[src/fcs_params.svh]
// timing, command, field and offset constants of the flash command controller
`ifndef FCS_PARAMS_SVH
`define FCS_PARAMS_SVH
`define FCS_CLK_PERIOD_NS  50
`define FCS_T_WE_PULSE_NS  70
`define FCS_T_ACCESS_NS    70
`define FCS_WE_CYC   ((`FCS_T_WE_PULSE_NS + `FCS_CLK_PERIOD_NS - 1) / `FCS_CLK_PERIOD_NS)
`define FCS_ACC_CYC  ((`FCS_T_ACCESS_NS + `FCS_CLK_PERIOD_NS - 1) / `FCS_CLK_PERIOD_NS)
`define FCS_SYNC_CYC 2
`define FCS_DQ_W     16
`define FCS_CMD_READ_ARRAY  16'h00FF
`define FCS_CMD_READ_ID     16'h0090
`define FCS_CMD_QUERY       16'h0098
`define FCS_CMD_READ_STATUS 16'h0070
`define FCS_CMD_CLEAR       16'h0050
`define FCS_CMD_PROG_SETUP  16'h0040
`define FCS_CMD_PROG_ALT    16'h0010
`define FCS_CMD_ERASE_SETUP 16'h0020
`define FCS_CMD_CONFIRM     16'h00D0
`define FCS_CMD_SUSPEND     16'h00B0
`define FCS_CMD_LOCK_SETUP  16'h0060
`define FCS_CMD_LOCK_BLOCK  16'h0001
`define FCS_CMD_LOCKDOWN    16'h002F
`define FCS_CMD_PROT_SETUP  16'h00C0
`define FCS_CMD_PROT_LOCK   16'hFFFD
`define FCS_SR_READY        7
`define FCS_SR_ERASE_FAIL   5
`define FCS_SR_PROG_FAIL    4
`define FCS_SR_VPP_LOW      3
`define FCS_SR_LOCKED       1
`define FCS_SR_RSVD         0
`define FCS_REG_CTRL        8'h00
`define FCS_REG_ADDR        8'h04
`define FCS_REG_DATA        8'h08
`define FCS_REG_RDATA       8'h0C
`define FCS_REG_STATUS      8'h10
`define FCS_REG_CFG         8'h14
`define FCS_REG_IRQ_STAT    8'h18
`define FCS_REG_IRQ_MASK    8'h1C
`define FCS_IRQ_DONE        0
`define FCS_IRQ_ERR         1
`define FCS_IRQ_SEQ         2
`endif

[src/fcs_pkg.sv]
// types of the flash command controller
package fcs_pkg;
    typedef enum logic [3:0] {
        OP_READ_ARRAY = 4'h0, OP_READ_ID = 4'h1, OP_QUERY = 4'h2, OP_READ_STATUS = 4'h3,
        OP_CLEAR = 4'h4, OP_PROGRAM = 4'h5, OP_PROGRAM_ALT = 4'h6, OP_ERASE = 4'h7,
        OP_SUSPEND = 4'h8, OP_RESUME = 4'h9, OP_LOCK = 4'hA, OP_UNLOCK = 4'hB,
        OP_LOCKDOWN = 4'hC, OP_PROT_PROG = 4'hD, OP_PROT_LOCK = 4'hE
    } fcs_op_t;
    typedef enum logic [1:0] {SEC_NONE = 2'h0, SEC_WRITE = 2'h1, SEC_READ = 2'h2} fcs_sec_t;
    typedef struct packed {
        logic [15:0] code1;
        fcs_sec_t    second;
        logic [15:0] code2;
        logic        use_data;
        logic        poll;
    } fcs_plan_t;
    typedef enum logic [6:0] {
        S_IDLE = 7'h01, S_W1 = 7'h02, S_W2 = 7'h04, S_RD = 7'h08,
        S_W70 = 7'h10, S_POLL = 7'h20, S_END = 7'h40
    } fcs_fsm_t;
    typedef enum logic [3:0] {
        C_IDLE = 4'h1, C_SETUP = 4'h2, C_PULSE = 4'h4, C_HOLD = 4'h8
    } fcs_cyc_st_t;
endpackage

[src/fcs_cyc_if.sv]
// one flash bus cycle request between sequencer and pin driver
`timescale 1ns/1ps
`default_nettype none
interface fcs_cyc_if #(parameter int AW = 20);
    logic          req;
    logic          wr;
    logic [AW-1:0] addr;
    logic [15:0]   wdata;
    logic [15:0]   rdata;
    logic          done;
    modport eng (output req, wr, addr, wdata, input rdata, done);
    modport phy (input req, wr, addr, wdata, output rdata, done);
endinterface
`default_nettype wire

[src/fcs_sync2.sv]
// two-flop synchroniser for the flash data pins
`timescale 1ns/1ps
`default_nettype none
module fcs_sync2 #(
    parameter int W = 16
) (
    input  wire logic         i_core_clk,
    input  wire logic         i_arst_n,
    input  wire logic [W-1:0] i_d,
    output logic      [W-1:0] o_q
);
    typedef struct packed {
        logic [W-1:0] s1;
        logic [W-1:0] s2;
    } sync_t;
    sync_t st;
    sync_t next_st;
    always_comb begin
        next_st.s1 = i_d;
        next_st.s2 = st.s1;
    end
    always_ff @(posedge i_core_clk or negedge i_arst_n) begin
        if (!i_arst_n) begin
            st <= '0;
        end else begin
            st <= next_st;
        end
    end
    assign o_q = st.s2;
endmodule
`default_nettype wire

[src/fcs_bus_cycle.sv]
// drives one asynchronous flash write or read cycle on the pins
`timescale 1ns/1ps
`default_nettype none
`include "fcs_params.svh"
module fcs_bus_cycle import fcs_pkg::*; #(
    parameter int AW = 20
) (
    input  wire logic          i_core_clk,
    input  wire logic          i_arst_n,
    fcs_cyc_if.phy             cyc,
    input  wire logic [15:0]   i_dq_sync,
    output logic               o_ce_n,
    output logic               o_oe_n,
    output logic               o_we_n,
    output logic      [AW-1:0] o_addr,
    output logic      [15:0]   o_dq,
    output logic               o_dq_oe
);
    typedef struct packed {
        fcs_cyc_st_t   cst;
        logic [3:0]    cnt;
        logic          wr;
        logic          ce_n;
        logic          oe_n;
        logic          we_n;
        logic          dq_oe;
        logic [AW-1:0] addr;
        logic [15:0]   dq;
        logic [15:0]   rdata;
        logic          done;
    } cyc_t;
    cyc_t st;
    cyc_t next_st;
    always_comb begin
        next_st      = st;
        next_st.done = 1'b0;
        case (st.cst)
            C_IDLE: begin
                // done guard: the sequencer drops req one cycle after done
                if (cyc.req && !st.done) begin
                    next_st.wr    = cyc.wr;
                    next_st.addr  = cyc.addr;
                    next_st.dq    = cyc.wdata;
                    next_st.ce_n  = 1'b0;
                    next_st.oe_n  = cyc.wr;
                    next_st.dq_oe = !cyc.wr;
                    next_st.cst   = C_SETUP;
                end
            end
            C_SETUP: begin
                next_st.we_n = !st.wr;
                next_st.cnt  = st.wr ? 4'(`FCS_WE_CYC - 1)
                                     : 4'(`FCS_ACC_CYC + `FCS_SYNC_CYC - 1);
                next_st.cst  = C_PULSE;
            end
            C_PULSE: begin
                if (st.cnt == 4'h0) begin
                    next_st.we_n = 1'b1;
                    next_st.oe_n = 1'b1;
                    if (!st.wr) begin
                        next_st.rdata = i_dq_sync;
                    end
                    next_st.cst = C_HOLD;
                end else begin
                    next_st.cnt = st.cnt - 4'h1;
                end
            end
            C_HOLD: begin
                // data held past the rising write strobe, then released
                next_st.ce_n  = 1'b1;
                next_st.dq_oe = 1'b1;
                next_st.done  = 1'b1;
                next_st.cst   = C_IDLE;
            end
            default: begin
                next_st = st;
                next_st.cst = C_IDLE;
            end
        endcase
    end
    always_ff @(posedge i_core_clk or negedge i_arst_n) begin
        if (!i_arst_n) begin
            st       <= '0;
            st.cst   <= C_IDLE;
            st.ce_n  <= 1'b1;
            st.oe_n  <= 1'b1;
            st.we_n  <= 1'b1;
            st.dq_oe <= 1'b1;
        end else begin
            st <= next_st;
        end
    end
    assign o_ce_n    = st.ce_n;
    assign o_oe_n    = st.oe_n;
    assign o_we_n    = st.we_n;
    assign o_addr    = st.addr;
    assign o_dq      = st.dq;
    assign o_dq_oe   = st.dq_oe;
    assign cyc.rdata = st.rdata;
    assign cyc.done  = st.done;
endmodule
`default_nettype wire

[src/fcs_flash_ctrl.sv]
// apb-controlled host sequencer for a parallel nor flash command interface
//
// Contract
// - erase is 20h then D0h at block; lock setup 60h then 01h, D0h or 2Fh
// - FFh, 50h, B0h, D0h are single writes; after 70h reads give status
// - program setup is 40h (or 10h), then location and word
// - protection program is C0h then data; its lock writes FFFD
// - write-protect stays steady through unlock and one cycle beyond
// - ready bit 7 is tested before error bits are believed
// - reserved bit 0 is masked out of every poll
//
// The implementer's own choices: the register offsets and the APB register port.
`timescale 1ns/1ps
`default_nettype none
`include "fcs_params.svh"
module fcs_flash_ctrl import fcs_pkg::*; #(
    parameter int AW = 20
) (
    input  wire logic          i_core_clk,
    input  wire logic          i_arst_n,
    input  wire logic          i_psel,
    input  wire logic          i_penable,
    input  wire logic          i_pwrite,
    input  wire logic [7:0]    i_paddr,
    input  wire logic [31:0]   i_pwdata,
    output logic      [31:0]   o_prdata,
    output logic               o_pready,
    output logic               o_pslverr,
    output logic               o_flash_ce_n,
    output logic               o_flash_oe_n,
    output logic               o_flash_we_n,
    output logic      [AW-1:0] o_flash_addr,
    output logic      [15:0]   o_flash_dq,
    output logic               o_flash_dq_oe,
    input  wire logic [15:0]   i_flash_dq,
    output logic               o_flash_wp_n,
    output logic               o_irq
);
    typedef struct packed {
        fcs_fsm_t      fsm;
        fcs_op_t       op;
        logic [AW-1:0] addr;
        logic [15:0]   wdata;
        logic [15:0]   rdata;
        logic [7:0]    sr;
        logic          wp_req;
        logic          wp_n;
        logic [2:0]    irq_stat;
        logic [2:0]    irq_mask;
        logic          req;
        logic          wr;
        logic [AW-1:0] caddr;
        logic [15:0]   cdata;
        logic          pready;
        logic          pslverr;
        logic [31:0]   prdata;
        logic          irq;
    } ctl_t;

    ctl_t        st;
    ctl_t        next_st;
    fcs_plan_t   plan;
    logic [15:0] dq_sync;
    logic [7:0]  sr_in;
    logic        acc;
    logic        wr_ok;
    logic        busy;
    logic        mapped;
    logic [2:0]  irq_set;
    logic [2:0]  irq_clr;
    logic [31:0] rd_mux;

    fcs_cyc_if #(.AW(AW)) cyc ();

    fcs_sync2 #(.W(`FCS_DQ_W)) u_sync (
        .i_core_clk (i_core_clk),
        .i_arst_n   (i_arst_n),
        .i_d        (i_flash_dq),
        .o_q        (dq_sync)
    );

    fcs_bus_cycle #(.AW(AW)) u_cycle (
        .i_core_clk (i_core_clk),
        .i_arst_n   (i_arst_n),
        .cyc        (cyc.phy),
        .i_dq_sync  (dq_sync),
        .o_ce_n     (o_flash_ce_n),
        .o_oe_n     (o_flash_oe_n),
        .o_we_n     (o_flash_we_n),
        .o_addr     (o_flash_addr),
        .o_dq       (o_flash_dq),
        .o_dq_oe    (o_flash_dq_oe)
    );

    // command codes and shape of each operation
    function automatic fcs_plan_t plan_of(input fcs_op_t op);
        fcs_plan_t p;
        p = '0;
        p.code1 = `FCS_CMD_READ_ARRAY;
        case (op)
            OP_READ_ARRAY: p.code1 = `FCS_CMD_READ_ARRAY;
            OP_READ_ID: begin
                p.code1  = `FCS_CMD_READ_ID;
                p.second = SEC_READ;
            end
            OP_QUERY: begin
                p.code1  = `FCS_CMD_QUERY;
                p.second = SEC_READ;
            end
            OP_READ_STATUS: begin
                p.code1  = `FCS_CMD_READ_STATUS;
                p.second = SEC_READ;
            end
            OP_CLEAR:   p.code1 = `FCS_CMD_CLEAR;
            // suspend polls until halted and ready
            OP_SUSPEND: begin
                p.code1 = `FCS_CMD_SUSPEND;
                p.poll  = 1'b1;
            end
            OP_RESUME: p.code1 = `FCS_CMD_CONFIRM;
            OP_PROGRAM, OP_PROGRAM_ALT: begin
                p.code1    = (op == OP_PROGRAM) ? `FCS_CMD_PROG_SETUP : `FCS_CMD_PROG_ALT;
                p.second   = SEC_WRITE;
                p.use_data = 1'b1;
                p.poll     = 1'b1;
            end
            OP_ERASE: begin
                p.code1  = `FCS_CMD_ERASE_SETUP;
                p.code2  = `FCS_CMD_CONFIRM;
                p.second = SEC_WRITE;
                p.poll   = 1'b1;
            end
            OP_LOCK, OP_UNLOCK, OP_LOCKDOWN: begin
                p.code1  = `FCS_CMD_LOCK_SETUP;
                p.code2  = (op == OP_LOCK)   ? `FCS_CMD_LOCK_BLOCK :
                           (op == OP_UNLOCK) ? `FCS_CMD_CONFIRM : `FCS_CMD_LOCKDOWN;
                p.second = SEC_WRITE;
                p.poll   = 1'b1;
            end
            OP_PROT_PROG, OP_PROT_LOCK: begin
                p.code1    = `FCS_CMD_PROT_SETUP;
                p.code2    = `FCS_CMD_PROT_LOCK;
                p.use_data = (op == OP_PROT_PROG);
                p.second   = SEC_WRITE;
                p.poll     = 1'b1;
            end
            default: p.code1 = `FCS_CMD_READ_ARRAY;
        endcase
        return p;
    endfunction

    always_comb begin
        plan   = plan_of(st.op);
        acc    = i_psel && i_penable;
        wr_ok  = acc && st.pready && i_pwrite;
        busy   = (st.fsm != S_IDLE);
        sr_in  = cyc.rdata[7:0] & ~(8'h01 << `FCS_SR_RSVD);
        mapped = (i_paddr[7:5] == 3'h0) && (i_paddr[1:0] == 2'h0);
        case (i_paddr)
            `FCS_REG_CTRL:     rd_mux = {28'h0000000, st.op};
            `FCS_REG_ADDR:     rd_mux = 32'(st.addr);
            `FCS_REG_DATA:     rd_mux = {16'h0000, st.wdata};
            `FCS_REG_RDATA:    rd_mux = {16'h0000, st.rdata};
            `FCS_REG_STATUS:   rd_mux = {16'h0000, st.sr, 5'h00, st.wp_n, st.wp_req, busy};
            `FCS_REG_CFG:      rd_mux = {31'h00000000, st.wp_req};
            `FCS_REG_IRQ_STAT: rd_mux = {29'h00000000, st.irq_stat};
            `FCS_REG_IRQ_MASK: rd_mux = {29'h00000000, st.irq_mask};
            default:           rd_mux = 32'h00000000;
        endcase
    end

    always_comb begin
        next_st         = st;
        next_st.pready  = 1'b0;
        next_st.pslverr = 1'b0;
        irq_set         = 3'h0;
        irq_clr         = 3'h0;
        // one wait state, answer registered
        if (acc && !st.pready) begin
            next_st.pready  = 1'b1;
            next_st.pslverr = !mapped || (i_pwrite && busy && (i_paddr == `FCS_REG_CTRL));
            next_st.prdata  = i_pwrite ? 32'h00000000 : rd_mux;
        end
        if (wr_ok && !busy) begin
            case (i_paddr)
                `FCS_REG_ADDR: next_st.addr = i_pwdata[AW-1:0];
                `FCS_REG_DATA: next_st.wdata = i_pwdata[15:0];
                default: ;
            endcase
        end
        if (wr_ok) begin
            case (i_paddr)
                `FCS_REG_CFG:      next_st.wp_req = i_pwdata[0];
                `FCS_REG_IRQ_STAT: irq_clr = i_pwdata[2:0];
                `FCS_REG_IRQ_MASK: next_st.irq_mask = i_pwdata[2:0];
                default: ;
            endcase
        end
        next_st.caddr = st.addr;
        next_st.wr    = 1'b1;
        next_st.req   = !cyc.done;
        case (st.fsm)
            S_IDLE: begin
                next_st.req  = 1'b0;
                // protect pin moves only between sequences
                next_st.wp_n = st.wp_req;
                if (wr_ok && (i_paddr == `FCS_REG_CTRL)) begin
                    next_st.op  = fcs_op_t'(i_pwdata[3:0]);
                    next_st.fsm = S_W1;
                end
            end
            S_W1: begin
                next_st.cdata = plan.code1;
                if (cyc.done) begin
                    case (plan.second)
                        SEC_WRITE: next_st.fsm = S_W2;
                        SEC_READ:  next_st.fsm = S_RD;
                        default:   next_st.fsm = plan.poll ? S_W70 : S_END;
                    endcase
                end
            end
            S_W2: begin
                next_st.cdata = plan.use_data ? st.wdata : plan.code2;
                if (cyc.done) begin
                    next_st.fsm = S_W70;
                end
            end
            S_RD: begin
                next_st.wr = 1'b0;
                if (cyc.done) begin
                    next_st.rdata = cyc.rdata;
                    if (st.op == OP_READ_STATUS) begin
                        next_st.sr = sr_in;
                    end
                    next_st.fsm = S_END;
                end
            end
            S_W70: begin
                next_st.cdata = `FCS_CMD_READ_STATUS;
                if (cyc.done) begin
                    next_st.fsm = S_POLL;
                end
            end
            S_POLL: begin
                // every poll is its own strobed read
                next_st.wr = 1'b0;
                if (cyc.done) begin
                    next_st.sr    = sr_in;
                    next_st.rdata = cyc.rdata;
                    if (sr_in[`FCS_SR_READY]) begin
                        irq_set[`FCS_IRQ_ERR] = sr_in[`FCS_SR_LOCKED]
                                              | sr_in[`FCS_SR_VPP_LOW]
                                              | sr_in[`FCS_SR_PROG_FAIL]
                                              | sr_in[`FCS_SR_ERASE_FAIL];
                        irq_set[`FCS_IRQ_SEQ] = sr_in[`FCS_SR_PROG_FAIL]
                                              & sr_in[`FCS_SR_ERASE_FAIL];
                        next_st.fsm = S_END;
                    end
                end
            end
            S_END: begin
                // extra cycle of steady protect pin
                next_st.req = 1'b0;
                irq_set[`FCS_IRQ_DONE] = 1'b1;
                next_st.fsm = S_IDLE;
            end
            default: begin
                next_st.req = 1'b0;
                next_st.fsm = S_IDLE;
            end
        endcase
        // sticky until software clears; a new event beats the clear
        next_st.irq_stat = (st.irq_stat & ~irq_clr) | irq_set;
        next_st.irq      = |(next_st.irq_stat & next_st.irq_mask);
    end

    always_ff @(posedge i_core_clk or negedge i_arst_n) begin
        if (!i_arst_n) begin
            st      <= '0;
            st.fsm  <= S_IDLE;
            st.wp_n <= 1'b0;
        end else begin
            st <= next_st;
        end
    end

    assign cyc.req     = st.req;
    assign cyc.wr      = st.wr;
    assign cyc.addr    = st.caddr;
    assign cyc.wdata   = st.cdata;
    assign o_prdata    = st.prdata;
    assign o_pready    = st.pready;
    assign o_pslverr   = st.pslverr;
    assign o_flash_wp_n = st.wp_n;
    assign o_irq       = st.irq;
endmodule
`default_nettype wire

[config.mk]
export PLATFORM = sky130hd
export DESIGN_NAME = fcs_flash_ctrl
export DESIGN_NICKNAME = d
export VERILOG_FILES = /design/src/fcs_pkg.sv /design/src/fcs_cyc_if.sv /design/src/fcs_sync2.sv /design/src/fcs_bus_cycle.sv /design/src/fcs_flash_ctrl.sv
export VERILOG_INCLUDE_DIRS = /design/src
export SDC_FILE = /design/constraint.sdc
export NUM_CORES = 1
export LEC_CHECK = 0
export BUFFER_PORTS_ARGS = -buffer_cell sky130_fd_sc_hd__buf_2
export CAP_MARGIN = 25
export CORE_ASPECT_RATIO = 1.1
export CORE_UTILIZATION = 40
export CTS_CLUSTER_DIAMETER = 80
export DETAILED_ROUTE_END_ITERATION = 8
export GPL_ROUTABILITY_DRIVEN = 0
export GPL_TIMING_DRIVEN = 1
export PLACE_DENSITY = 0.59
export SETUP_SLACK_MARGIN = 0.15
export SYNTH_ARGS = -nofsm -noshare
export SYNTH_HDL_FRONTEND = slang
export SYNTH_SLANG_ARGS = --single-unit
[constraint.sdc]
create_clock -name i_core_clk -period 4.37 [get_ports i_core_clk]
set_input_delay 0.2185 -clock i_core_clk [delete_from_list [all_inputs] [get_ports i_core_clk]]
set_output_delay 0.2185 -clock i_core_clk [all_outputs]
set_load 0.1 [all_outputs]
==> out/metrics.csv <==
stage,metric,value,unit
global_routing,initial antenna violation count,1,
sta,clock skew,0.0199,ns
route,routed wire length,21.8,mm
synthesis,Mean Syn Cell Area,12.7,um^2
sta,Fin. Hold Viols,2,
floorplanning,# IOs,137,
power_and_ir_drop,P_sw,1.02,mW
placed_design,hpwl dp,15.1,mm
synthesis,"Async S/R FF share, synth",100,%
sta,slew margin rel.,35.3,%
synthesis,Synth area leaders,"dfrtp_1 (56%), mux2_2 (10%), buf_4 (5.0%), mux2_4 (4.4%), nand2_1 (2.3%)",
route,DRT Pass-1 Iters,7,
worst_setup_path,worst path arrival time,3.17,ns
clock_tree,CTS tree,done,
route,Vias/cell,5.00,
floorplanning,core area,0.0253,mm^2
synthesis,Yosys Warn Count,0,
floorplanning,Initial Util,40.7,%
worst_setup_path,R2R Path Start,st[148],
global_routing,first-pass GRT wire length,34.9,mm
global_routing,pin count of the biggest net entering global routing,129,
global_routing,vias in the first global route,6184,
sta,period utilization,63.4,%
power_and_ir_drop,clock network power share,48.2,%
clock_tree,CTS Sinks,237,
route,DR WL/cell,17.3,um
route,ANT nets after route,0,
worst_setup_path,CP Launch Point,st[148],
sta,post-layout worst setup margin,1.60,ns
worst_setup_path,reg2reg end,st[107],
floorplanning,FP Rows,61,
worst_setup_path,FF-to-FF path depth,5,
synthesis,Main synth FF type,dfrtp_1,
global_routing,GRT Util Overall,16.9,%
route,drc violations,4,
power_and_ir_drop,Cell Pwr Density,389,mW/mm^2
floorplanning,die height,170,um
sta,final setup fails,0,
synthesis,"EDFF count, synth",0,
synthesis,area share of the largest cell type after synthesis,56.3,%
clock_tree,H-tree level count,1,
synthesis,"Seq/Total Area, Yosys",57.8,%
power_and_ir_drop,Lkg Pwr,5.81,nW
worst_setup_path,flop2flop setup slack,1.60,ns
synthesis,Seq cells post-synth,237,
floorplanning,Die X,155,um
power_and_ir_drop,Max rail drop VDD,0.000218,V
clock_tree,post-CTS resize count,0,
placed_design,Place WS,1.27,ns
worst_setup_path,Setup crit end,st[107],
sta,measured slew at the worst slew-check pin,0.971,ns
power_and_ir_drop,switching share of power,22.0,%
power_and_ir_drop,Internal Power,3.61,mW
final_layout,fin nets,959,
floorplanning,die area,0.0263,mm^2
sta,Tmin final,2.77,ns
synthesis,top cell type by total area after synthesis,dfrtp_1,
clock_tree,clk root buf,clkbuf_16,
outcome,failing checks,"design-rule violations, negative hold slack",
worst_setup_path,critical path class,flop to flop,
run,MaxCap Viol Count,0,
clock_tree,clock buffer depth,3,
placed_design,port bufs,112,
sta,RSZ-0062 raised after global routing,no,
power_and_ir_drop,combinational share of power,3.9,%
worst_setup_path,CP endpoint kind,flop,
final_layout,"Area growth, synth to finish",15.7,%
worst_setup_path,Worst Path Required,4.77,ns
power_and_ir_drop,Flop pwr share,48.0,%
sta,fmax,361,MHz
clock_tree,Worst-Skew Late Latency,0.53,ns
synthesis,Post-Syn Area,0.0103,mm^2
route,routed vias,6302,
sta,worst hold margin,-0.00508,ns
worst_setup_path,Worst setup SP type,flop,
sta,max-slew violations,0,
sta,setup tns final,0,ns
route,1st-iter DRT viols,382,
min_path,worst min path class,primary input to flop,
outcome,status,"finished, violations left",
clock_tree,total CTS buffers,25,
clock_tree,"Reg clk slew, reported paths",0.06,ns
global_routing,grt total ovfl,0,
synthesis,"Distinct cells, synth",68,
clock_tree,post-CTS setup buffers,0,
final_layout,share of cells above drive strength 1,34.8,%
worst_setup_path,Crit Path Max Fanout,16,
synthesis,Cells after Synth,811,
[state kept, by name, summed over array words and instances, names as in the netlist, 9 cells and up]
| register | flops |
|---|---|
| next_st | 20 |
| st | 57 |
| o_prdata | 20 |
| u_cycle.o_addr | 20 |
| u_sync.o_q | 16 |
| cyc.wdata | 16 |
| u_sync.next_st | 16 |
| u_cycle.st | 9 |
| cyc.addr | 20 |
| u_cycle.cyc.rdata | 16 |
| u_cycle.o_dq | 16 |
[how the worst min path moves through the flow]
| stage | from | end | cells past startpoint |
|---|---|---|---|
| final | i_pwdata[3] | st[108] | 2 |
| after global routing | i_pwdata[3] | next_st[54] | 2 |
| after global placement | i_flash_dq[15] | u_sync.next_st[15] | 1 |
| after CTS | i_pwdata[3] | st[108] | 2 |
| after detailed placement | i_flash_dq[12] | u_sync.next_st[12] | 1 |
| after floorplan | i_arst_n | cyc.addr[0] | 0 |
[cell type report]
class,instances,area (um^2)
fillers,2289,13400
flip-flops and latches,237,5940
multi-input cells,465,3620
repair buffers,155,976
clock buffers,31,678
well taps,346,433
clock inverters,15,204
inverters,10,37.5
diodes,1,2.50
[layer usage]
layer	GRT usage, %	part of all wire (%)	up-vias
met3	2.62	4.2	43
met2	26.5	46	148
met4	4.82	2.2	0
met1	24.2	48	3151
met5	0	0	-
li1	-	-	2960
[metrics by stage]
| stage | cell area [um^2] | instances | hold slack (ns) | power [mW] | utilization, % |
|---|---|---|---|---|---|
| after floorplan | 10300 | 822 | -0.0771 | 2.34 | - |
| after global placement | 10700 | 1179 | 0.329 | 2.42 | 42.2 |
| after detailed placement | 10700 | 1180 | 0.328 | 2.42 | 42.2 |
| after CTS | 11900 | 1259 | 0.000348 | 4.69 | 47.0 |
| after global routing | 11900 | 1259 | 0.000385 | 4.79 | 47.0 |
| final | 11900 | 1260 | -0.00508 | 4.63 | 47.1 |
[Yosys cell counts (all sizes together), types with 2 or more instances]
library cell / n
a22oi: 23
a21boi: 4
nor3: 9
buf: 82
dfstp: 6
and3: 3
mux2: 122
or2: 7
nor3b: 2
a222oi: 3
or4: 2
a221oi: 2
clkbuf: 28
o21ai: 25
nand2b: 7
a2111oi: 2
o22a: 2
a22o: 19
a32o: 2
a221o: 3
and2: 6
nand3: 14
ha: 4
nor4b: 2
nor2: 47
o21a: 2
nand2: 64
nand4: 4
nor4: 9
nor2b: 8
a21o: 3
a31oi: 4
dfrtp: 231
a21oi: 20
o31ai: 4
a31o: 3
inv: 10
xor2: 6
[critical path, stage by stage, from the launching register on]
cell and delay, ns:
dfrtp_1 0.46, nor4_2 0.45, nand2_1 0.27, nor2_1 0.26, and2_1 0.79, mux2_2 0.42
[cells in the final DEF, fill, tap and decap left out, types with 20 or more instances in the layout]
master,count
a21oi_1,20
a22oi_1,22
buf_2,111
clkbuf_16,25
dfrtp_1,231
dlygate4sd3_1,33
mux2_2,92
mux2_4,30
nand2_1,63
nor2_1,47
o21ai_0,24
[repair_timing]
item | in CTS | in global routing
hold buffers | 33 | 0
hold endpoints to repair | 164 | 0
endpoints found under the setup margin | 0 | 0
[power by group through the flow]
stage	registers, mW	clock network, mW	logic (mW)
finish	2.22	2.23	0.179
global route	2.22	2.38	0.197
CTS	2.22	2.29	0.183
detailed placement	2.26	0	0.160
global placement	2.26	0	0.159
floorplan	2.26	0	0.0758
[cells by family after synthesis]
logic type      Yosys count  synth area share, %
flops                   237                 57.8
simple gates            191                 9.99
compound gates          128                 9.08
mux                     123                 14.6
buf+inv                 120                 7.42
xor+xnor                  6                0.512
fa+ha+maj                 5                0.585
other cells               1               0.0365
Note: power is estimated with default switching activity, not from simulation.
